===== src/hw/aphs_cfg.svh =====
// constants for the axis position and hole sequencer
// assumes inclusion by bare name from the package and the top module
`ifndef APHS_CFG_SVH
`define APHS_CFG_SVH

// widths
`define APHS_NAX        3
`define APHS_POS_W      32
`define APHS_CNT_W      14

// hole count limits
`define APHS_HOLES_MIN  14'h0001
`define APHS_HOLES_MAX  14'h270F

// program parameter slots (line programs skip the end angle slot)
`define APHS_P_SIZE     2'h0
`define APHS_P_ANG0     2'h1
`define APHS_P_ANG1     2'h2
`define APHS_P_HOLES    2'h3

// position register select
`define APHS_SEL_ABS    2'h0
`define APHS_SEL_REL1   2'h1
`define APHS_SEL_REL2   2'h2

// program kinds and the menu page that offers them
`define APHS_KIND_CIRC  1'h0
`define APHS_KIND_LINE  1'h1
`define APHS_MENU_PAT   2'h0

// default programs, lengths and angles in 0.0001 units
`define APHS_DEF_RADIUS 32'h00001388
`define APHS_DEF_START  32'h000DBBA0
`define APHS_DEF_END    32'h000DBBA0
`define APHS_DEF_HOLES  32'h00000004
`define APHS_DEF_LEN    32'h00003A98
`define APHS_DEF_LANG   32'h0006DDD0

// timing of the brief screens
`define APHS_CLK_HZ     40000000
`define APHS_BRIEF_MS   500
`define APHS_BRIEF_CYC  (`APHS_BRIEF_MS * (`APHS_CLK_HZ / 1000))

`endif


===== src/hw/aphs_pkg.sv =====
// types for the axis position and hole sequencer
// assumes aphs_cfg.svh sits on the include path
package aphs_pkg;
`include "aphs_cfg.svh"

	typedef logic [`APHS_POS_W-1:0] aphs_word_t;

	// operating states, one-hot
	typedef enum logic [7:0] {
		ST_NOR    = 8'h01,
		ST_MENU   = 8'h02,
		ST_EDIT   = 8'h04,
		ST_STORED = 8'h08,
		ST_PROMPT = 8'h10,
		ST_READY  = 8'h20,
		ST_HOLE   = 8'h40,
		ST_COORD  = 8'h80
	} aphs_mode_t;

	// whole state of the block
	typedef struct packed {
		aphs_mode_t                      st;
		logic                            kind;
		logic [1:0]                      scr;
		logic [1:0]                      page;
		logic                            v_abs;
		logic                            v_rel2;
		logic [2:0]                      leds;
		logic [`APHS_NAX-1:0]            qa;
		logic [`APHS_NAX-1:0]            qb;
		aphs_word_t [`APHS_NAX-1:0][2:0] pos;
		aphs_word_t [1:0][3:0]           prog;
		logic [`APHS_CNT_W-1:0]          idx;
		logic [31:0]                     tmr;
		logic                            nv_save;
		logic                            full;
		aphs_word_t [`APHS_NAX-1:0]      disp;
	} aphs_state_t;

endpackage


===== src/hw/aphs_top.sv =====
// position readout and hole pattern sequencer for a milling display
// assumes scale, keypad and entry inputs synchronous to sys_clk,
// keys as one-cycle pulses, an outside nonvolatile store and an
// outside hole coordinate generator fed from the program outputs
`include "aphs_cfg.svh"

module aphs_top #(
	parameter logic [31:0] BRIEF_CYC = `APHS_BRIEF_CYC
) (
	// clock and reset
	input  wire logic                                      sys_clk,
	input  wire logic                                      sys_rst,
	// scales and their setup
	input  wire logic [`APHS_NAX-1:0]                      scale_a,
	input  wire logic [`APHS_NAX-1:0]                      scale_b,
	input  wire logic [`APHS_NAX-1:0]                      dir_neg,
	input  wire logic [`APHS_NAX-1:0]                      dia_en,
	// keypad
	input  wire logic                                      key_ref,
	input  wire logic                                      key_sign,
	input  wire logic                                      key_next,
	input  wire logic                                      key_start,
	input  wire logic                                      key_menu,
	input  wire logic                                      key_clear,
	input  wire logic [`APHS_NAX-1:0]                      key_axis,
	// numeric entry
	input  wire logic                                      entry_we,
	input  wire logic [1:0]                                entry_axis,
	input  wire aphs_pkg::aphs_word_t                      entry_val,
	// nonvolatile store
	input  wire logic                                      nv_restore,
	input  wire aphs_pkg::aphs_word_t [1:0][3:0]           nv_prog_in,
	output      aphs_pkg::aphs_word_t [1:0][3:0]           prog,
	output      logic                                      nv_save,
	// hole coordinate generator
	input  wire aphs_pkg::aphs_word_t                      hole_x,
	input  wire aphs_pkg::aphs_word_t                      hole_y,
	output      logic [`APHS_CNT_W-1:0]                    hole_index,
	output      logic                                      full_circle,
	output      logic                                      pattern_kind,
	// display
	output      aphs_pkg::aphs_word_t [`APHS_NAX-1:0]      disp_val,
	output      logic                                      led_abs,
	output      logic                                      led_rel1,
	output      logic                                      led_rel2,
	output      aphs_pkg::aphs_mode_t                      mode_state,
	output      logic [1:0]                                param_screen
);
	import aphs_pkg::*;

	aphs_state_t r_reg;
	aphs_state_t r_next;
	logic        readout;
	logic        in_pat;
	logic        leave;

	// one signed step from a quadrature transition
	function automatic aphs_word_t aphs_step(input logic [3:0] t,
		input logic neg, input logic dia);
		logic signed [2:0] d;
		d = 3'sh0;
		case (t)
			4'h1, 4'h7, 4'hE, 4'h8: d = 3'sh1;
			4'h2, 4'hB, 4'hD, 4'h4: d = 3'sh7;
			default: d = 3'sh0;
		endcase
		if (neg) begin
			d = -d;
		end
		if (dia) begin
			d = d <<< 1;
		end
		return aphs_word_t'(d);
	endfunction

	// clamp a hole count into its legal range
	function automatic aphs_word_t aphs_clamp(input aphs_word_t v);
		aphs_word_t lo;
		aphs_word_t hi;
		lo = aphs_word_t'(`APHS_HOLES_MIN);
		hi = aphs_word_t'(`APHS_HOLES_MAX);
		if (v < lo) begin
			return lo;
		end
		if (v > hi) begin
			return hi;
		end
		return v;
	endfunction

	// states in which the readout keys and presets act
	assign readout = (r_reg.st == ST_NOR) || (r_reg.st == ST_PROMPT) ||
		(r_reg.st == ST_READY) || (r_reg.st == ST_COORD);
	assign in_pat = (r_reg.st != ST_NOR) && (r_reg.st != ST_MENU);
	assign leave = key_menu || key_clear;

	// next state
	always_comb begin
		aphs_word_t dl;
		logic [1:0] sel;
		dl = '0;
		sel = `APHS_SEL_ABS;
		r_next = r_reg;
		r_next.nv_save = 1'b0;

		// every register of an axis moves with its scale
		for (int a = 0; a < `APHS_NAX; a++) begin
			dl = aphs_step({r_reg.qa[a], r_reg.qb[a], scale_a[a], scale_b[a]},
				dir_neg[a], dia_en[a]);
			r_next.qa[a] = scale_a[a];
			r_next.qb[a] = scale_b[a];
			for (int s = 0; s < 3; s++) begin
				r_next.pos[a][s] = r_reg.pos[a][s] + dl;
			end
		end

		// view keys
		if (readout && key_ref) begin
			r_next.v_abs = ~r_reg.v_abs;
		end
		if (readout && key_sign && !r_reg.v_abs) begin
			r_next.v_rel2 = ~r_reg.v_rel2;
		end

		// restore of the stored programs after power-up
		if (nv_restore) begin
			r_next.prog = nv_prog_in;
			for (int k = 0; k < 2; k++) begin
				r_next.prog[k][3] = aphs_clamp(nv_prog_in[k][3]);
			end
		end

		// operating sequence
		if (in_pat && leave) begin
			r_next.st = ST_NOR;
		end else begin
			unique case (r_reg.st)
				ST_NOR: begin
					if (key_menu) begin
						r_next.st = ST_MENU;
						r_next.page = 2'h0;
					end
				end
				ST_MENU: begin
					if (leave) begin
						r_next.st = ST_NOR;
					end else if (key_next) begin
						r_next.page = r_reg.page + 2'h1;
					end else if (r_reg.page == `APHS_MENU_PAT &&
						key_axis[1:0] != 2'h0) begin
						r_next.st = ST_EDIT;
						r_next.kind = key_axis[1];
						r_next.scr = `APHS_P_SIZE;
					end
				end
				ST_EDIT: begin
					if (key_start) begin
						r_next.st = ST_PROMPT;
						r_next.tmr = BRIEF_CYC - 32'h1;
					end else if (key_next) begin
						if (r_reg.scr == `APHS_P_HOLES) begin
							r_next.st = ST_STORED;
							r_next.nv_save = 1'b1;
						end else if (r_reg.kind == `APHS_KIND_LINE &&
							r_reg.scr == `APHS_P_ANG0) begin
							r_next.scr = `APHS_P_HOLES;
						end else begin
							r_next.scr = r_reg.scr + 2'h1;
						end
					end else if (entry_we) begin
						r_next.prog[r_reg.kind][r_reg.scr] = entry_val;
						if (r_reg.scr == `APHS_P_HOLES) begin
							r_next.prog[r_reg.kind][r_reg.scr] =
								aphs_clamp(entry_val);
						end
					end
				end
				ST_STORED: begin
					if (key_next) begin
						r_next.st = ST_PROMPT;
						r_next.tmr = BRIEF_CYC - 32'h1;
					end
				end
				ST_PROMPT: begin
					if (r_reg.tmr == 32'h0) begin
						r_next.st = ST_READY;
						r_next.idx = '0;
					end else begin
						r_next.tmr = r_reg.tmr - 32'h1;
					end
				end
				ST_READY, ST_COORD: begin
					if (key_next) begin
						r_next.st = ST_HOLE;
						r_next.tmr = BRIEF_CYC - 32'h1;
						// wrap so the pattern can be run again
						if (r_reg.idx ==
							r_reg.prog[r_reg.kind][3][`APHS_CNT_W-1:0]) begin
							r_next.idx = `APHS_HOLES_MIN;
						end else begin
							r_next.idx = r_reg.idx + `APHS_CNT_W'(1);
						end
					end
				end
				ST_HOLE: begin
					if (r_reg.tmr == 32'h0) begin
						r_next.st = ST_COORD;
						// relative view counts down to the hole
						r_next.pos[0][1] = r_next.pos[0][0] - hole_x;
						r_next.pos[1][1] = r_next.pos[1][0] - hole_y;
						r_next.v_abs = 1'b0;
						r_next.v_rel2 = 1'b0;
					end else begin
						r_next.tmr = r_reg.tmr - 32'h1;
					end
				end
			endcase
		end

		// preset into the shown register only
		sel = r_reg.v_abs ? `APHS_SEL_ABS :
			(r_reg.v_rel2 ? `APHS_SEL_REL2 : `APHS_SEL_REL1);
		if (readout && entry_we) begin
			r_next.pos[entry_axis][sel] = entry_val;
		end

		// display and indicators follow the next view
		sel = r_next.v_abs ? `APHS_SEL_ABS :
			(r_next.v_rel2 ? `APHS_SEL_REL2 : `APHS_SEL_REL1);
		r_next.leds = {r_next.v_rel2 & ~r_next.v_abs,
			~r_next.v_rel2 & ~r_next.v_abs, r_next.v_abs};
		for (int a = 0; a < `APHS_NAX; a++) begin
			r_next.disp[a] = r_next.pos[a][sel];
		end
		r_next.full = (r_next.prog[0][1] == r_next.prog[0][2]);
	end

	// state register, defaults loaded at reset
	always_ff @(posedge sys_clk or posedge sys_rst) begin
		if (sys_rst) begin
			r_reg <= '0;
			r_reg.st <= ST_NOR;
			r_reg.v_abs <= 1'b1;
			r_reg.leds <= 3'h1;
			r_reg.full <= 1'b1;
			r_reg.prog[0][0] <= `APHS_DEF_RADIUS;
			r_reg.prog[0][1] <= `APHS_DEF_START;
			r_reg.prog[0][2] <= `APHS_DEF_END;
			r_reg.prog[0][3] <= `APHS_DEF_HOLES;
			r_reg.prog[1][0] <= `APHS_DEF_LEN;
			r_reg.prog[1][1] <= `APHS_DEF_LANG;
			r_reg.prog[1][3] <= `APHS_DEF_HOLES;
		end else begin
			r_reg <= r_next;
		end
	end

	// outputs straight from the state register
	assign prog = r_reg.prog;
	assign nv_save = r_reg.nv_save;
	assign hole_index = r_reg.idx;
	assign full_circle = r_reg.full;
	assign pattern_kind = r_reg.kind;
	assign disp_val = r_reg.disp;
	assign led_abs = r_reg.leds[0];
	assign led_rel1 = r_reg.leds[1];
	assign led_rel2 = r_reg.leds[2];
	assign mode_state = r_reg.st;
	assign param_screen = r_reg.scr;

	// helper: a preset was taken this cycle
	logic pres_now;
	assign pres_now = readout && entry_we;
endmodule // aphs_top


===== config.mk =====
export PLATFORM = sky130hd
export DESIGN_NAME = aphs_top
export DESIGN_NICKNAME = d
export VERILOG_FILES = /design/src/hw/aphs_pkg.sv /design/src/hw/aphs_top.sv
export VERILOG_INCLUDE_DIRS = /design/src /design/src/hw
export SDC_FILE = /design/constraint.sdc
export NUM_CORES = 2
export LEC_CHECK = 0
export BUFFER_PORTS_ARGS = -buffer_cell sky130_fd_sc_hd__buf_4
export CORE_UTILIZATION = 30
export CTS_CLUSTER_DIAMETER = 60
export DETAILED_ROUTE_END_ITERATION = 10
export GPL_TIMING_DRIVEN = 0
export PLACE_DENSITY_LB_ADDON = 0.2
export SYNTH_ARGS = -nofsm -noshare
export SYNTH_HDL_FRONTEND = slang
export SYNTH_SLANG_ARGS = --single-unit

===== constraint.sdc =====
create_clock -name sys_clk -period 42.1 [get_ports sys_clk]
set_input_delay 6.315 -clock sys_clk [delete_from_list [all_inputs] [get_ports sys_clk]]
set_output_delay 6.315 -clock sys_clk [all_outputs]
set_load 0.01 [all_outputs]

* Word level (Yosys, flattened, before mapping)
Memory sizes are Yosys's and may differ from the RTL's. Cells that the tools add are included. Widths: inputs -> output; s select.
Storage, ports and cells: bits in registers 712, bits in latches 0, bits in writable memories 0, ROM bits 144, input bits 379, memories kept 3
Memory list:
- (no name shown) | depth 16, bits a word 3, rd ports 1, clocked after memory_dff 0, write ports 0, RTL line aphs_top.sv:62 | case (t)
- (no name shown) | depth 16, bits a word 3, rd ports 1, clocked after memory_dff 0, write ports 0, RTL line aphs_top.sv:62
- (no name shown) | depth 16, bits a word 3, rd ports 1, clocked after memory_dff 0, write ports 0, RTL line aphs_top.sv:62
Cells by class: add/subtract/negate cells 18, $mul 0, divide/modulo/power cells 0, magnitude comparators 15, eq/ne operators 36, shift operators 0, multiplexer cells 125, bitwise operators 9, reduce and logical (&&, ||, !) cells 32
Operator list (number):
- $mux 256 | 6
- $mux 32 | 32
- $bwmux 256 | 2
- $mux 303 | 1
- $add 32x32->32 | 9
- $bwmux 288 | 1
- $mux 288 | 1
- $mux 110 | 2
- $bmux 32 s2 | 3
- $demux 96 s2 | 1
- $demux 128 s1 | 1
- $demux 32 s2 | 2
- $mux 128 | 1
- $pmux 32 s4 | 1
- $gt 32x14->1 const B | 3
- $lt 32x1->1 const B | 3
- $mux 96 | 1
- $mux 8 | 10
- $sub 32x32->32 | 2
- $pmux 8 s7 | 1
- $mux 46 | 1
- $eq 32x32->1 | 1
- $logic_not 32->1 | 1
- $sub 32x1->32 const B | 1
- other kinds (48) | 148

* Depth between registers and ports, before layout
word-level depth 31, mapped depth 30, depth with buffers taken out 29

* Least setup slack after synthesis
Ideal clock, no wire load.
path type in2reg, from in scale_a[0], to reg r_reg, in the netlist disp_val[27], setup time 0.136 ns, arrival 15.591 ns, path slack 26.372 ns, stages 29, buffers on the path 0, path through inv_1 > ha_1 > mux4_2 > inv_1 > ha_1 > inv_1 > mux2i_1 > a21oi_1 > ha_1 > a21o_1 > o311ai_0 > a21oi_1 > a211oi_1 > o21ai_0 > a21oi_1 > inv_1 > a21oi_1 > xnor2_1 > ha_1 > nand2_1 > nor2_1 > o2111ai_1 > a21oi_1 > nor3_1 > o31ai_1 > xor2_1 > a32oi_1 > o31ai_1 > or3b_2
RTL lines:
- start, declared | RTL line aphs_top.sv:14 | input wire logic [`APHS_NAX-1:0] scale_a,
- end signal, assigned | RTL line aphs_top.sv:254 | r_reg <= r_next;
- end, declared | RTL line aphs_top.sv:51 | aphs_state_t r_reg;

==> metrics.csv <==
metric,value,unit
outcome,"complete, but fails checks",
failing checks,"capacitance limit, slew limit",
clk buf depth,3,
Die ar.,0.178,sq mm
DR iter-0 viols,4216,
Clock Sinks,711,
placement-stage cell area,0.0619,sq mm
"Core Util, Final",0.379,
hold buffers post-CTS,0,
Synth area leaders,"dfrtp_1, ha_1, nand2_1, buf_4, o21ai_0",
RD Place Congestion,0.970,
Area Overhead vs Synth,25.1,%
post-cts sizing count,0,
Synth top cells by count,"nand2_1, dfrtp_1, o21ai_0",
fmax,73.4,MHz
Mapped Avg Cell Area,8.62,sq um
Tmin final,13620,ps
Die X,422,um
Initial DRT Pass Iterations,8,
Antenna Violating Nets Remaining,0,
TritonCTS clock tree,yes,
first-pass GRT wire length,365000,um
cell with the most instances after synthesis,nand2_1,
Layout Cell Area excl Fill,0.0661,sq mm
"Top FF cell, synth",dfrtp_1,
Pins Over Slew Limit,45,
vias per cell,5.33,
initial antenna violation count,40,
Final Skew,49.6,ps
max cap viols,4,
"Period Utilization, post-route",0.323,
Post-Layout Cell Count,9465,
final hold vios,0,
die height,422,um
# fillers,17900,
CP arrival,14170,ps
number of I/O port buffers,754,
Syn Nets,6889,
Starting Density,0.303,
nets,7783,
Pwr per Cell Area,90.9,mW/mm^2
Post-synth EDFFs,0,
IO Pins,761,
CP max-delay cell,o21ai_0,
CP most frequent cell,ha_1,
"Distinct cells, synth",103,
Global Route Usage Sum,0.285,
CP endpoint kind,flip-flop,
placed insts,9226,
asr flop ratio synth,1.00,
Hold Path Class,reg -> reg,
max FFs per register,329,
Seq cells post-synth,711,
post-synth top area share,0.313,
final setup margin,28480,ps
worst-margin pin slew,1660,ps
max incr delay on CP,1050,ps
root cell of the clock tree,clkbuf_16,
CP Class,in -> reg,
FF-to-FF Start,r_reg[691]$_DFF_PP0_,
setup TNS,0,ps
CP Launch Point,scale_a[0],
Max VDD drop,0.0419,mV
worst hold margin,485,ps
vias,50500,
HP Start,prog[247]$_DFF_PP0_,
std cell rows,153,
Final Power,6.00,mW
Post-Route WL,262000,um
post-synth top area cell,dfrtp_1,
"Seq/Total Area, Yosys",0.338,
share of cells above drive strength 1,0.217,
mapped cell area,0.0528,sq mm
Placement Setup Slack,27900,ps
FF-to-FF path depth,23,
core area,0.174,sq mm
"Reg clk slew, reported paths",50,ps
DRC,0,
Yosys Warn Count,0,
slew margin rel.,-0.105,
RSZ-0062 raised after global routing,no,
largest net degree at the start of global routing,111,
CP max FO,8,
leakage power,30.8,nW
GRT overflow,0,
final setup violating endpoints,0,
clk_lat worst skew,780,ps
vias in the first global route,49300,
Routed WL per cell,27.6,um
CP Launch Type,input port,
cells after synthesis,6128,
cts bufs inserted,117,
Post CTS Setup Buffer Count,0,
Clock H-tree levels,3,
Hold Path Depth,1,
DP Wirelength,207000,um
critical path data required time,42650,ps
[worst paths after layout]
path,to,slack (ps)
max in group asynchronous,r_reg[612]$_DFF_PP0_,34030
min in group asynchronous,prog[22]$_DFF_PP0_,5580
hold reg to reg,prog[247]$_DFF_PP0_,480
hold / removal,prog[247]$_DFF_PP0_,480
setup reg to reg,disp_val[31]$_DFF_PP0_,34120
setup / recovery,disp_val[31]$_DFF_PP0_,28480
[cells by family (layout without fill, tap and decap cells)]
kind of cell / count (synthesis) / after routing / synth area share
XOR/XNOR: 390 / 390 / 0.0652
multiplexers: 249 / 249 / 0.0490
AND/OR/NAND/NOR: 1833 / 1833 / 0.162
other: 0 / 20 / 0
flip-flops: 711 / 711 / 0.338
buffers and inverters: 848 / 1840 / 0.0879
AO/OA/AOI/OAI: 1715 / 1715 / 0.206
adder cells (fa/ha/maj): 382 / 382 / 0.0921
[worst max-delay path: cells and delay by family]
kind | cells | cell delay, ps
compound gates | 11 | 3870
xor+xnor | 4 | 1540
fa+ha+maj | 4 | 1410
buf+inv | 3 | 280
mux | 1 | 60
simple gates | 3 | 630
[per-layer routing]
layer,routed length [um],up-vias,global-route usage,share of wire
li1,-,23400,-,-
met1,106000,24700,0.347,0.40
met2,124000,1944,0.473,0.47
met3,15600,440,0.0449,0.059
met4,16500,20,0.167,0.063
met5,126,-,0,0.00048
[power by group]
part	switching (mW)	leakage (nW)	total, mW	internal (mW)
logic	2.45	20.3	3.92	1.47
clock network	0.416	1.99	1.03	0.617
registers	0.0996	8.46	1.05	0.948
total	2.97	30.8	6.00	3.04
[placed cells by master, fill, tap and decap left out, drive strengths merged, types with 34 or more instances in the layout]
cell | Yosys | layout
ha | 371 | 371
a21oi | 375 | 375
o211ai | 59 | 59
nor3 | 97 | 97
dfrtp | 661 | 661
clkbuf | 222 | 366
nor2 | 355 | 355
or3 | 37 | 37
buf | 413 | 1188
a211oi | 73 | 73
nand2b | 45 | 45
nor2b | 56 | 56
a21o | 167 | 167
nor4 | 59 | 59
and3 | 34 | 34
and2 | 80 | 80
xnor2 | 224 | 224
inv | 213 | 244
a221o | 36 | 36
o21ai | 556 | 556
mux2i | 218 | 218
nand3 | 121 | 121
xor2 | 164 | 164
o21bai | 40 | 40
dfstp | 50 | 50
a31oi | 49 | 49
a22oi | 46 | 46
o21a | 52 | 52
nand2 | 817 | 817
nand4 | 42 | 42
[area by class of cell]
type	count	area, sq um	share of cell area
tap	2325	2910	0.0440
clock inverter	73	898	0.0136
multi-input combinational	4569	30400	0.460
timing repair buffer	775	6090	0.0922
clock buffer	144	3200	0.0485
sequential	711	17900	0.270
buffer	635	3850	0.0583
inverter	213	807	0.0122
antenna	20	50.0	0.000758
No activity file was read; power rests on OpenSTA's default activity.
